--- src/hdl/akr_pkg.sv ---
// package for the remote-control key state machine
// assumes a single 200 MHz clock domain; key inputs are raw pins
package akr_pkg;
	// ***************
	// timing
	// ***************
	localparam int AKR_CLK_MHZ = 200;
	localparam int AKR_TX_US = 20;
	localparam int AKR_TX_CYC = AKR_TX_US * AKR_CLK_MHZ;
	localparam int AKR_FRAME_BITS = 40;
	// ***************
	// value ranges and resets
	// ***************
	localparam logic [4:0] AKR_TEMP_MIN = 5'h11;
	localparam logic [4:0] AKR_TEMP_MAX = 5'h1e;
	localparam logic [4:0] AKR_TEMP_RST = 5'h18;
	localparam logic [7:0] AKR_TIMER_MAX = 8'h8f;
	localparam logic [7:0] AKR_TIMER_RST = 8'h00;
	localparam logic [4:0] AKR_ANGLE_MAX = 5'h0f;
	localparam logic [4:0] AKR_ANGLE_RST = 5'h00;
	localparam logic [10:0] AKR_CLOCK_RST = 11'h2d0;
	localparam logic [10:0] AKR_CLOCK_WRAP = 11'h59f;
	// a minute of cycles overflows int, so this count is 64 bits wide
	localparam longint AKR_MIN_CYC = longint'(60) * 1000000 * AKR_CLK_MHZ;

	typedef enum logic [2:0] {
		AKR_MODE_AUTO, AKR_MODE_COOL, AKR_MODE_DRY, AKR_MODE_HEAT, AKR_MODE_FAN
	} akr_mode_t;

	typedef enum logic [1:0] {
		AKR_FAN_AUTO, AKR_FAN_LOW, AKR_FAN_MED, AKR_FAN_HIGH
	} akr_fan_t;

	// one-cycle key press strobes after debounce
	typedef struct packed {
		logic onoff;
		logic mode;
		logic fan;
		logic up;
		logic down;
		logic swing;
		logic direction;
		logic boost;
		logic sleep;
		logic reset;
		logic cancel;
		logic timer;
		logic clock;
		logic indoor_display_toggle;
		logic lock;
		logic oxygen_function;
	} akr_keys_t;

	localparam int AKR_NKEYS = 16;

	// complete setting state sent to the indoor unit
	typedef struct packed {
		logic run;
		akr_mode_t mode;
		akr_fan_t fan;
		logic [4:0] temp;
		logic swing;
		logic [4:0] angle;
		logic boost;
		logic sleep;
		logic disp_toggle;
		logic oxygen;
		logic [7:0] timer_on;
		logic [7:0] timer_off;
		// pads the setting to exactly one frame
		logic [2:0] pad;
	} akr_setting_t;

	// lcd indications
	typedef struct packed {
		logic tx_icon;
		logic run_icon;
		akr_mode_t mode;
		logic [2:0] fan_bars;
		logic temp_show;
		logic [4:0] temp;
		logic time_is_timer;
		logic [10:0] time_min;
		logic lock_icon;
		logic sleep_icon;
	} akr_lcd_t;
endpackage

--- src/hdl/akr_key_sync.sv ---
// key input conditioner: two-stage synchroniser and rising-edge pulse per key
// assumes keys are raw, active-high pins already debounced mechanically
`timescale 1ns/1ps
module akr_key_sync
	import akr_pkg::*;
(
	// clock and reset
	input wire logic mclk_i,
	input wire logic rst_n_i,
	// pins in, pulses out
	input wire logic [AKR_NKEYS-1:0] key_pin_i,
	output akr_keys_t key_press_o
);
	typedef struct packed {
		logic [AKR_NKEYS-1:0] s1;
		logic [AKR_NKEYS-1:0] s2;
		logic [AKR_NKEYS-1:0] s3;
	} akr_sync_st_t;

	akr_sync_st_t st_q, st_d;

	always_comb begin
		st_d = st_q;
		st_d.s1 = key_pin_i;
		st_d.s2 = st_q.s1;
		st_d.s3 = st_q.s2;
	end

	always_ff @(posedge mclk_i or negedge rst_n_i) begin
		if (!rst_n_i) begin
			st_q <= '0;
		end else begin
			st_q <= st_d;
		end
	end

	// edge detection reads only the second stage and its delayed copy
	assign key_press_o = akr_keys_t'(st_q.s2 & ~st_q.s3);
endmodule

--- src/hdl/akr_remote.sv ---
// top of the remote-control key state machine: keys in, settings, lcd and ir frame out
// assumes raw key pins, a 200 MHz clock and a serial ir modulator fed by frame_bit_o
`timescale 1ns/1ps
module akr_remote
	import akr_pkg::*;
(
	// clock and reset
	input wire logic mclk_i,
	input wire logic reset_n_i,
	// configuration
	input wire logic cool_only_i,
	// keys, raw pins
	input wire logic [AKR_NKEYS-1:0] key_pin_i,
	// indoor unit link
	output logic frame_bit_o,
	output logic frame_active_o,
	// state and display
	output akr_setting_t setting_o,
	output akr_lcd_t lcd_o,
	output logic lock_o
);
	// ***************
	// reset release
	// ***************
	logic [1:0] rst_sync_q;
	logic rst_n;

	always_ff @(posedge mclk_i or negedge reset_n_i) begin
		if (!reset_n_i) begin
			rst_sync_q <= 2'h0;
		end else begin
			rst_sync_q <= {rst_sync_q[0], 1'b1};
		end
	end
	assign rst_n = rst_sync_q[1];

	// ***************
	// key pulses
	// ***************
	akr_keys_t kp;

	akr_key_sync u_keys (
		.mclk_i(mclk_i),
		.rst_n_i(rst_n),
		.key_pin_i(key_pin_i),
		.key_press_o(kp)
	);

	// ***************
	// helpers
	// ***************
	function automatic akr_mode_t next_mode(input akr_mode_t m, input logic cool_only);
		akr_mode_t n;
		n = AKR_MODE_AUTO;
		unique case (m)
			AKR_MODE_AUTO: n = AKR_MODE_COOL;
			AKR_MODE_COOL: n = AKR_MODE_DRY;
			AKR_MODE_DRY: n = cool_only ? AKR_MODE_FAN : AKR_MODE_HEAT;
			AKR_MODE_HEAT: n = AKR_MODE_FAN;
			AKR_MODE_FAN: n = AKR_MODE_AUTO;
			default: n = AKR_MODE_AUTO;
		endcase
		return n;
	endfunction

	function automatic logic [7:0] timer_step(input logic [7:0] t, input logic up);
		logic [7:0] r;
		r = t;
		if (up) begin
			r = (t >= AKR_TIMER_MAX) ? 8'h00 : t + 8'h01;
		end else begin
			r = (t == 8'h00) ? AKR_TIMER_MAX : t - 8'h01;
		end
		return r;
	endfunction

	// ten-minute units to minutes as t*8 + t*2
	function automatic logic [10:0] ten_min(input logic [7:0] t);
		return {t, 3'h0} + {2'h0, t, 1'b0};
	endfunction

	// ***************
	// state
	// ***************
	typedef enum logic [1:0] {ED_TEMP, ED_ON, ED_OFF} akr_edit_t;
	typedef enum logic {TX_IDLE, TX_SEND} akr_tx_t;

	typedef struct packed {
		akr_setting_t set;
		akr_edit_t edit;
		logic lock;
		logic angle_down;
		logic show_clock;
		logic [10:0] clock_min;
		// a minute of cycles needs 34 bits
		logic [34:0] min_cnt;
		akr_tx_t tx;
		logic tx_pend;
		logic [AKR_FRAME_BITS-1:0] shreg;
		logic [5:0] bit_cnt;
		logic [12:0] bit_tmr;
		akr_lcd_t lcd;
	} akr_state_t;

	akr_state_t st_q, st_d;
	akr_setting_t set_rst;

	always_comb begin
		set_rst = '0;
		set_rst.mode = AKR_MODE_AUTO;
		set_rst.fan = AKR_FAN_AUTO;
		set_rst.temp = AKR_TEMP_RST;
		set_rst.angle = AKR_ANGLE_RST;
		set_rst.timer_on = AKR_TIMER_RST;
		set_rst.timer_off = AKR_TIMER_RST;
	end

	logic any_key;
	logic other_key;
	logic change;

	assign any_key = |kp;
	assign other_key = any_key & ~kp.sleep;

	// ***************
	// next state
	// ***************
	always_comb begin
		st_d = st_q;
		change = 1'b0;

		// free-running wall clock in minutes
		if (st_q.min_cnt == 35'(AKR_MIN_CYC - 1)) begin
			st_d.min_cnt = '0;
			st_d.clock_min = (st_q.clock_min == AKR_CLOCK_WRAP) ? 11'h000 :
				st_q.clock_min + 11'h001;
		end else begin
			st_d.min_cnt = st_q.min_cnt + 35'h1;
		end

		if (kp.lock) begin
			st_d.lock = ~st_q.lock;
		end else if (!st_q.lock && any_key) begin
			change = 1'b1;
			st_d.show_clock = 1'b0;
			if (st_q.set.sleep && other_key) begin
				st_d.set.sleep = 1'b0;
			end
			if (kp.reset) begin
				st_d.set = set_rst;
				st_d.edit = ED_TEMP;
				st_d.angle_down = 1'b0;
			end else begin
				if (kp.onoff) begin
					st_d.set.run = ~st_q.set.run;
				end
				if (kp.mode) begin
					st_d.set.mode = next_mode(st_q.set.mode, cool_only_i);
					st_d.set.boost = 1'b0;
				end
				if (kp.fan) begin
					st_d.set.fan = akr_fan_t'(st_q.set.fan + 2'h1);
				end
				if (kp.swing) begin
					st_d.set.swing = ~st_q.set.swing;
				end
				if (kp.direction) begin
					// step one 6 degree notch, turn round at either end
					if (st_q.angle_down) begin
						st_d.set.angle = st_q.set.angle - 5'h01;
						if (st_q.set.angle == 5'h01) begin
							st_d.angle_down = 1'b0;
						end
					end else begin
						st_d.set.angle = st_q.set.angle + 5'h01;
						if (st_q.set.angle == AKR_ANGLE_MAX - 5'h01) begin
							st_d.angle_down = 1'b1;
						end
					end
				end
				if (kp.up || kp.down) begin
					unique case (st_q.edit)
						ED_TEMP: begin
							if (kp.up && st_q.set.temp < AKR_TEMP_MAX) begin
								st_d.set.temp = st_q.set.temp + 5'h01;
							end else if (kp.down && st_q.set.temp > AKR_TEMP_MIN) begin
								st_d.set.temp = st_q.set.temp - 5'h01;
							end
						end
						ED_ON: st_d.set.timer_on =
							timer_step(st_q.set.timer_on, kp.up);
						ED_OFF: st_d.set.timer_off =
							timer_step(st_q.set.timer_off, kp.up);
						default: st_d.edit = ED_TEMP;
					endcase
				end
				if (kp.timer) begin
					unique case (st_q.edit)
						ED_TEMP: st_d.edit = ED_ON;
						ED_ON: st_d.edit = ED_OFF;
						ED_OFF: st_d.edit = ED_TEMP;
						default: st_d.edit = ED_TEMP;
					endcase
				end
				if (kp.boost && st_q.set.mode == AKR_MODE_COOL) begin
					st_d.set.boost = ~st_q.set.boost;
				end
				if (kp.sleep && (st_q.set.mode == AKR_MODE_COOL ||
					st_q.set.mode == AKR_MODE_HEAT || st_q.set.mode == AKR_MODE_AUTO)) begin
					st_d.set.sleep = ~st_q.set.sleep;
				end
				if (kp.cancel) begin
					st_d.set.timer_on = 8'h00;
					st_d.set.timer_off = 8'h00;
					st_d.edit = ED_TEMP;
				end
				if (kp.clock) begin
					st_d.show_clock = 1'b1;
				end
				if (kp.indoor_display_toggle) begin
					st_d.set.disp_toggle = ~st_q.set.disp_toggle;
				end
				if (kp.oxygen_function) begin
					st_d.set.oxygen = ~st_q.set.oxygen;
				end
			end
		end

		// auto and dry never carry a fixed fan speed
		if (st_d.set.mode == AKR_MODE_AUTO || st_d.set.mode == AKR_MODE_DRY) begin
			st_d.set.fan = AKR_FAN_AUTO;
		end

		// ***************
		// frame sender
		// ***************
		// a change during a frame is queued so the unit always ends on the latest state
		if (change) begin
			st_d.tx_pend = 1'b1;
		end
		unique case (st_q.tx)
			TX_IDLE: begin
				if (st_q.tx_pend) begin
					st_d.tx = TX_SEND;
					st_d.tx_pend = change;
					st_d.shreg = st_q.set;
					st_d.bit_cnt = 6'(AKR_FRAME_BITS - 1);
					st_d.bit_tmr = 13'(AKR_TX_CYC - 1);
				end
			end
			TX_SEND: begin
				if (st_q.bit_tmr != 13'h0) begin
					st_d.bit_tmr = st_q.bit_tmr - 13'h1;
				end else if (st_q.bit_cnt == 6'h0) begin
					st_d.tx = TX_IDLE;
					// an empty register keeps the idle line low without extra gating
					st_d.shreg = '0;
				end else begin
					st_d.bit_tmr = 13'(AKR_TX_CYC - 1);
					st_d.bit_cnt = st_q.bit_cnt - 6'h1;
					st_d.shreg = {st_q.shreg[AKR_FRAME_BITS-2:0], 1'b0};
				end
			end
		endcase

		// ***************
		// display
		// ***************
		// decoded from the next state so the icons register in step with the settings
		st_d.lcd = '0;
		st_d.lcd.tx_icon = (st_d.tx == TX_SEND);
		st_d.lcd.run_icon = st_d.set.run;
		st_d.lcd.mode = st_d.set.mode;
		unique case (st_d.set.fan)
			AKR_FAN_AUTO: st_d.lcd.fan_bars = 3'h0;
			AKR_FAN_LOW: st_d.lcd.fan_bars = 3'h1;
			AKR_FAN_MED: st_d.lcd.fan_bars = 3'h3;
			AKR_FAN_HIGH: st_d.lcd.fan_bars = 3'h7;
		endcase
		st_d.lcd.temp_show = (st_d.set.mode != AKR_MODE_FAN);
		st_d.lcd.temp = st_d.set.temp;
		if (!st_d.show_clock && (st_d.edit == ED_ON || st_d.set.timer_on != 8'h00)) begin
			st_d.lcd.time_is_timer = 1'b1;
			st_d.lcd.time_min = ten_min(st_d.set.timer_on);
		end else if (!st_d.show_clock &&
			(st_d.edit == ED_OFF || st_d.set.timer_off != 8'h00)) begin
			st_d.lcd.time_is_timer = 1'b1;
			st_d.lcd.time_min = ten_min(st_d.set.timer_off);
		end else begin
			st_d.lcd.time_min = st_d.clock_min;
		end
		st_d.lcd.lock_icon = st_d.lock;
		st_d.lcd.sleep_icon = st_d.set.sleep;
	end

	always_ff @(posedge mclk_i or negedge rst_n) begin
		if (!rst_n) begin
			st_q <= '0;
			st_q.set.temp <= AKR_TEMP_RST;
			st_q.clock_min <= AKR_CLOCK_RST;
			// display of the default settings
			st_q.lcd.temp_show <= 1'b1;
			st_q.lcd.temp <= AKR_TEMP_RST;
			st_q.lcd.time_min <= AKR_CLOCK_RST;
		end else begin
			st_q <= st_d;
		end
	end

	// ***************
	// outputs
	// ***************
	assign setting_o = st_q.set;
	assign lock_o = st_q.lock;
	assign frame_active_o = (st_q.tx == TX_SEND);
	assign frame_bit_o = st_q.shreg[AKR_FRAME_BITS-1];
	assign lcd_o = st_q.lcd;
endmodule

--- config.mk ---
export PLATFORM = sky130hd
export DESIGN_NAME = akr_remote
export DESIGN_NICKNAME = d
export VERILOG_FILES = /design/src/hdl/akr_pkg.sv /design/src/hdl/akr_key_sync.sv /design/src/hdl/akr_remote.sv
export SDC_FILE = /design/constraint.sdc
export NUM_CORES = 1
export LEC_CHECK = 0
export BUFFER_PORTS_ARGS = -buffer_cell sky130_fd_sc_hd__buf_2
export CORE_MARGIN = 2
export CORE_UTILIZATION = 45
export CTS_CLUSTER_DIAMETER = 80
export DETAILED_ROUTE_END_ITERATION = 10
export GPL_TIMING_DRIVEN = 0
export PLACE_DENSITY = 0.73
export SYNTH_ARGS = -nofsm -noshare
export SYNTH_HDL_FRONTEND = slang
export SYNTH_HIERARCHICAL = 1
export SYNTH_SLANG_ARGS = --single-unit
--- constraint.sdc ---
create_clock -name mclk_i -period 9.3 [get_ports mclk_i]
set_clock_uncertainty 0.1 [all_clocks]
set_input_delay 0.465 -clock mclk_i [delete_from_list [all_inputs] [get_ports mclk_i]]
set_output_delay 0.465 -clock mclk_i [all_outputs]
set_load 0.1 [all_outputs]
==> run_results.csv, run 1 <==
group,metric,value,unit
layout,synthToLayoutAreaGrowth,16.7,%
grt,grt_max_degree,67,
floorplanning,die_h,164,um
synthesis,synthTopCellsByCount,"dfrtp_1, nand2_1, o21ai_0, nor2_1, buf_4",
grt,grt_overflow,0,
timing,slew_headroom,0.357,
placed_design,routabilityCongestion,0.904,
synthesis,synth_area_leaders,"dfrtp_1, buf_4, o21ai_0",
floorplanning,ios,90,
layout,seq_area,5370,um2
synthesis,yosysMostFrequentCell,"dfrtp_1",
routing,ant_nets,0,
flow_run,cap_violations,0,
timing,post-route-period-util,0.475,
timing,setup_tns,0,ns
grt,grt_pass1_wl,42700,um
synthesis,synth_top_family_by_area,"simple AND/OR/NAND/NOR gates",
synthesis,yosys.area.top_type,"dfrtp_1",
routing,drt_first_iter_violations,647,
cts,cts_max_level,1,
routing,drc,0,
synthesis,syn_area_per_cell,9.74,um2
synthesis,syn_inst,1182,
floorplanning,rows,58,
cts,clockBufferDepth,3,
timing,rsz0062_at_grt,"false",
outcome,status,"finished, final reports clean",
timing,slew_viol_final,0,
timing,timing.fmax,0.226,GHz
pwr,finalPower,4.54,mW
setup_path,crit_path_end_kind,"register",
setup_path,crit_fanout,5,
pwr,power.leakage,6.00,nW
layout,layout-drive-gt1-share,0.208,
cts,cts_tree,"yes",
setup_path,rr_worst_depth,17,
pwr,vdd_drop_max,277,uV
timing,fin_ws,4.88,ns
routing,totalWireLength,25600,um
floorplanning,die_x,164,um
timing,hold_viol,0,
routing,routedWlPerCell,15.4,um
cts,post_cts_resized,0,
synthesis,yosys.area_share.xor_xnor,0.0472,
synthesis,synth_edf_count,0,
floorplanning,floorplan.initialDensity,0.457,
synthesis,ys_async_sr_fraction,1.00,
floorplanning,die_area,26900,um2
cts,cts_buffers,25,
grt,antenna_found_initial,0,
synthesis,synthAdderAreaFrac,0.0327,
synthesis,yosys.area_share.simple,0.184,
timing,tightest_slew,0.956,ns
layout,fill_cells,2246,
setup_path,slowest_stage,"nor4_1",
placed_design,dp_slack,4.94,ns
setup_path,start_kind,"register",
placed_design,numPortBuffers,86,
placed_design,hpwl,18300,um
setup_path,required,9.65,ns
synthesis,yosysWarningCount,6,
setup_path,max_stage_delay,0.54,ns
cts,cts_root_buf,"clkbuf_16",
setup_path,cpMostUsedCell,"a21oi_1",
synthesis,syn-cell-area,11500,um2
synthesis,synth.distinct_cells,91,
routing,drtPass1Iterations,5,
floorplanning,core_region_area,25200,um2
layout,multi_input_area,5090,um2
setup_path,crit_chain,"nor2b_4, nor4_1, nand3b_1, a21oi_1, a21oi_1, o2bb2ai_1, ha_1, inv_1, fa_1, inv_1, a21oi_1, o21bai_1, a21o_1, a21oi_1, xor2_1, nand3_1, o211a_1",
synthesis,synth_top_area_share,0.441,
grt,grt_pass1_vias,8624,
synthesis,ys_ff_latch,214,
cts,clock_sinks,214,
setup_path,cp_data_arrival_time,4.76,ns
synthesis,synth_compound_area_frac,0.154,
grt,globalRouteTotalUtil,0.193,
synthesis,synth_top_flop_cell,"dfrtp_1",
timing,fin_crit,4.42,ns
synthesis,synth.area.mux_share,0.0235,
cts,clk_latency,0.52,ns
layout,nets,1364,
pwr,p_per_area,338,nW/um2
routing,num_vias,8994,
synthesis,ys_seq_area_frac,0.466,
cts,clk_pin_slew,0.06,ns
routing,viasPerCell,5.41,
layout,n_antenna_cell,0,
timing,setup_viol,0,
setup_path,worstSetupPathType,"reg -> reg",
min_path,hold_path.class,"in -> async",
-- through the flow --
step                 util  cell area, um2  hold slack (ns)  instances
global route        0.533           13400            0.151       1664
global placement    0.491           12400            0.151       1600
CTS                 0.533           13400            0.144       1664
finish              0.533           13400            0.164       1664
detailed placement  0.494           12400            0.155       1603
floorplan               -           11500           0.0694       1184
-- sequential cells by signal, indices dropped and copies added (netlist names) --
name	count
frame_bit_o	1
u_keys/st_d	32
setting_o	27
rst_sync_q	2
u_keys/st_q	16
lcd_o	28
st_q	108
-- layer usage --
metal  global-route usage  vias up  part of all wire
met2                0.322      240              0.48
met5                    0        -                 0
met3               0.0263       36             0.046
li1                     -     4344                 -
met1                0.267     4374              0.45
met4               0.0490        0             0.020
-- where the power goes --
part / internal (mW) / switching [mW]
logic: 0.715 / 1.58
clock network: 0.589 / 0.383
registers: 1.09 / 0.183
-- worst paths after layout --
check	slack, ns	start	endpoint
min reg2reg	0.25	rst_sync_q[1]	u_keys/st_d[17]
max	4.88	u_keys/st_d[1]	lcd_o[11]
min	0.16	reset_n_i	rst_sync_q[0]
max in group asynchronous	7.76	rst_sync_q[1]	lcd_o[17]
max reg2reg	4.88	u_keys/st_d[1]	lcd_o[11]
min in group mclk_i	0.25	u_keys/st_d[25]	u_keys/st_d[9]
-- final cells by class --
type / count / area share
multi-input cells: 789 / 0.379
plain buffers: 128 / 0.0638
clock buffers: 35 / 0.0531
well taps: 330 / 0.0307
repair buffers: 106 / 0.0503
clock inverters: 9 / 0.00801
flip-flops and latches: 214 / 0.400
inverters: 53 / 0.0148
-- placed cells by master (no fill, tap or decap), drive strengths merged, types with 6 or more instances in the layout --
master / instances
a21o: 6
a21oi: 51
a22oi: 38
and2: 8
buf: 168
clkbuf: 84
dfrtp: 203
dfstp: 11
dlygate4sd3: 17
ha: 26
inv: 55
mux2: 6
mux2i: 18
nand2: 120
nand2b: 8
nand3: 36
nand4: 15
nor2: 81
nor2b: 28
nor3: 32
nor4: 18
o21ai: 104
o22ai: 8
o31ai: 8
or3: 11
xnor2: 39
xor2: 23
-- worst max-delay path, delay by kind of cell (launching register included) --
| family | cells | cell delay (ns) |
|---|---|---|
| AND/OR/NAND/NOR | 4 | 1.23 |
| buffers and inverters | 2 | 0.14 |
| adder cells (fa/ha/maj) | 2 | 0.66 |
| XOR/XNOR | 1 | 0.20 |
| AO/OA/AOI/OAI | 8 | 1.61 |
| flip-flops | 1 | 0.39 |
-- cell families after synthesis --
kind of cell	after synthesis
flops	214
fa+ha+maj	29
buf+inv	181
simple gates	396
other cells	2
compound gates	273
mux	25
xor+xnor	62
-- repair_timing --
item / in CTS / in global routing
hold endpoints to repair: 18 / 0
buffers inserted: 0 / 0
hold buffers: 17 / 0
(Power assumes the default switching activity.)
==> inputs of run 2 (changes only) <==
--- a/config.mk
+++ b/config.mk
@@ -11,7 +11,7 @@
 export CTS_CLUSTER_DIAMETER = 80
 export DETAILED_ROUTE_END_ITERATION = 10
 export GPL_TIMING_DRIVEN = 0
-export PLACE_DENSITY = 0.73
+export PLACE_DENSITY = 0.75
 export SYNTH_ARGS = -nofsm -noshare
 export SYNTH_HDL_FRONTEND = slang
 export SYNTH_HIERARCHICAL = 1
==> constraint.sdc (replaced) <==
create_clock -name mclk_i -period 3.6 [get_ports mclk_i]
set_clock_uncertainty 0.1 [all_clocks]
set_input_delay 0.18 -clock mclk_i [delete_from_list [all_inputs] [get_ports mclk_i]]
set_output_delay 0.18 -clock mclk_i [all_outputs]
set_load 0.1 [all_outputs]
==> run 2 against run 1 <==
Against the previous run: register-to-register slack worse by 4.8 ns; hold slack worse by 0.085 ns; final cell count is 2.0% higher; die area stayed put; utilization is 2.7 points higher; critical path type unchanged; power grew to 2.7 times the previous value; non-clock buffer count is 33 higher; clock power grew to 2.8 times the previous value; first-iteration DRC count is 4.9% higher; sequential share of layout area is 1.9 points lower.
==> run_results.csv, run 2 (same netlist as run 1, synthesis figures left out) <==
group,metric,value,unit
outcome,status,"finished, final reports clean",
timing,post-route-period-util,0.988,
floorplanning,die_h,164,um
floorplanning,floorplan.initialDensity,0.457,
routing,totalWireLength,27300,um
layout,n_antenna_cell,0,
timing,slew_viol_final,0,
grt,antenna_found_initial,0,
placed_design,hpwl,18400,um
setup_path,worstSetupPathType,"reg -> reg",
cts,cts_buffers,24,
min_path,hold_path.class,"in -> reg",
pwr,p_per_area,877,nW/um2
routing,drc,0,
placed_design,numPortBuffers,86,
layout,final_cell_mix,"dfrtp_1, nand2_1, buf_4, o21ai_0, buf_2",
pwr,finalPower,12.4,mW
timing,fin_crit,3.56,ns
grt,globalRouteTotalUtil,0.200,
routing,viasPerCell,5.46,
placed_design,place_inst,1604,
layout,layout-drive-gt1-share,0.269,
setup_path,crit_fanout,4,
timing,tightest_slew,0.953,ns
routing,routedWlPerCell,16.1,um
layout,instances_no_fill,1697,
grt,grt_max_degree,57,
min_path,min_path_cells,4,
pwr,vdd_drop_max,926,uV
layout,nets,1396,
setup_path,crit_path_end_kind,"register",
grt,grt_pass1_wl,44300,um
timing,slew_headroom,0.359,
floorplanning,rows,58,
routing,drt_first_iter_violations,679,
cts,cts_tree,"yes",
floorplanning,die_x,164,um
layout,finalInstanceArea,14100,um2
setup_path,cp_data_arrival_time,3.93,ns
setup_path,rr_worst_depth,16,
cts,clk_latency,0.53,ns
layout,fill_cells,2104,
floorplanning,core_region_area,25200,um2
placed_design,place_area,12500,um2
timing,setup_viol,0,
cts,cts_root_buf,"clkbuf_16",
timing,rsz0062_at_grt,"true",
cts,cts_max_level,1,
floorplanning,die_area,26900,um2
timing,timing.fmax,0.281,GHz
flow_run,cap_violations,0,
layout,synthToLayoutAreaGrowth,22.7,%
grt,grt_pass1_vias,8918,
routing,ant_nets,0,
cts,clockBufferDepth,3,
layout,top_register,"st_q",
setup_path,required,3.97,ns
cts,clk_pin_slew,0.06,ns
layout,layout_commonest_cell,"dfrtp_1",
pwr,power.leakage,6.30,nW
setup_path,start_kind,"register",
layout,fin_util,0.561,
routing,num_vias,9262,
placed_design,dp_slack,-0.603,ns
routing,drtPass1Iterations,5,
grt,grt_overflow,0,
floorplanning,ios,90,
layout,largest_reg_flops,108,
placed_design,routabilityCongestion,0.885,
timing,fin_ws,0.0420,ns
timing,hold_viol,0,
cts,clock_sinks,214,
[run 2: changes by cell type in the layout (fill, tap and decap cells not counted), moves of 4 or more]
cell      change
ha_2          +4
a21oi_1       -7
o21ai_0       -4
nor4_1        -6
ha_1          -6
clkbuf_2      +4
a21oi_2       +7
buf_4        +32
clkbuf_1     -11
[run 2: layout make-up]
class	instances	area (um2)	share of cell area
clock inverters	11	204	0.0144
inverters	53	199	0.0141
multi-input cells	789	5380	0.381
repair buffers	141	961	0.0680
plain buffers	126	896	0.0634
well taps	330	413	0.0292
flip-flops and latches	214	5380	0.381
clock buffers	33	694	0.0492
[run 2: worst max-delay path, stage by stage, from the launching register on]
cell     delay (ns)
dfrtp_1        0.43
buf_8          0.15
inv_2          0.07
ha_4           0.15
or3b_4         0.41
nor3_2         0.16
a21oi_1        0.06
o22ai_1        0.18
a22o_1         0.19
buf_8          0.12
ha_4           0.22
a21oi_2        0.16
o21ai_1        0.09
maj3_2         0.33
or4_4          0.42
nand4_1        0.11
o211a_1        0.16
[run 2: worst paths after layout]
path / to / slack, ns / start
min in group asynchronous: u_keys/st_d[20] / 0.17 / rst_sync_q[1]
worst max-delay path: lcd_o[11] / 0.04 / setting_o[4]
max in group asynchronous: st_q[33] / 2.31 / rst_sync_q[1]
worst min register to register: u_keys/st_d[20] / 0.17 / rst_sync_q[1]
worst min-delay path: lcd_o[24] / 0.08 / cool_only_i
worst max register to register: lcd_o[11] / 0.04 / setting_o[4]
[run 2: through the flow]
step | TNS [ns] | hold WS [ns]
after floorplan | 0 | -0.216
after global placement | -2.37 | -0.133
after detailed placement | -2.46 | -0.131
after CTS | -0.0143 | 0.0467
after global routing | -0.511 | 0.137
final | 0 | 0.0790
[run 2: layer usage]
layer / part of all wire / vias to the layer above / track usage
met5: 0 / - / 0
met4: 0.027 / 0 / 0.0602
met3: 0.044 / 64 / 0.0255
met2: 0.49 / 270 / 0.336
met1: 0.44 / 4516 / 0.272
li1: - / 4412 / -
[run 2: power by group]
group / total (mW) / switching, mW / internal (mW)
clock: 2.71 / 0.993 / 1.71
sequential: 3.28 / 0.477 / 2.81
combinational: 6.40 / 4.26 / 2.14
total: 12.4 / 5.73 / 6.66
[run 2: what timing repair did]
item	in CTS	in global routing
hold buffers	18	0
endpoints found under the hold margin	18	0
gates cloned	0	0
gates resized for setup	39	53
pin swaps	8	26
endpoints found under the setup margin	10	10
setup buffers	7	26
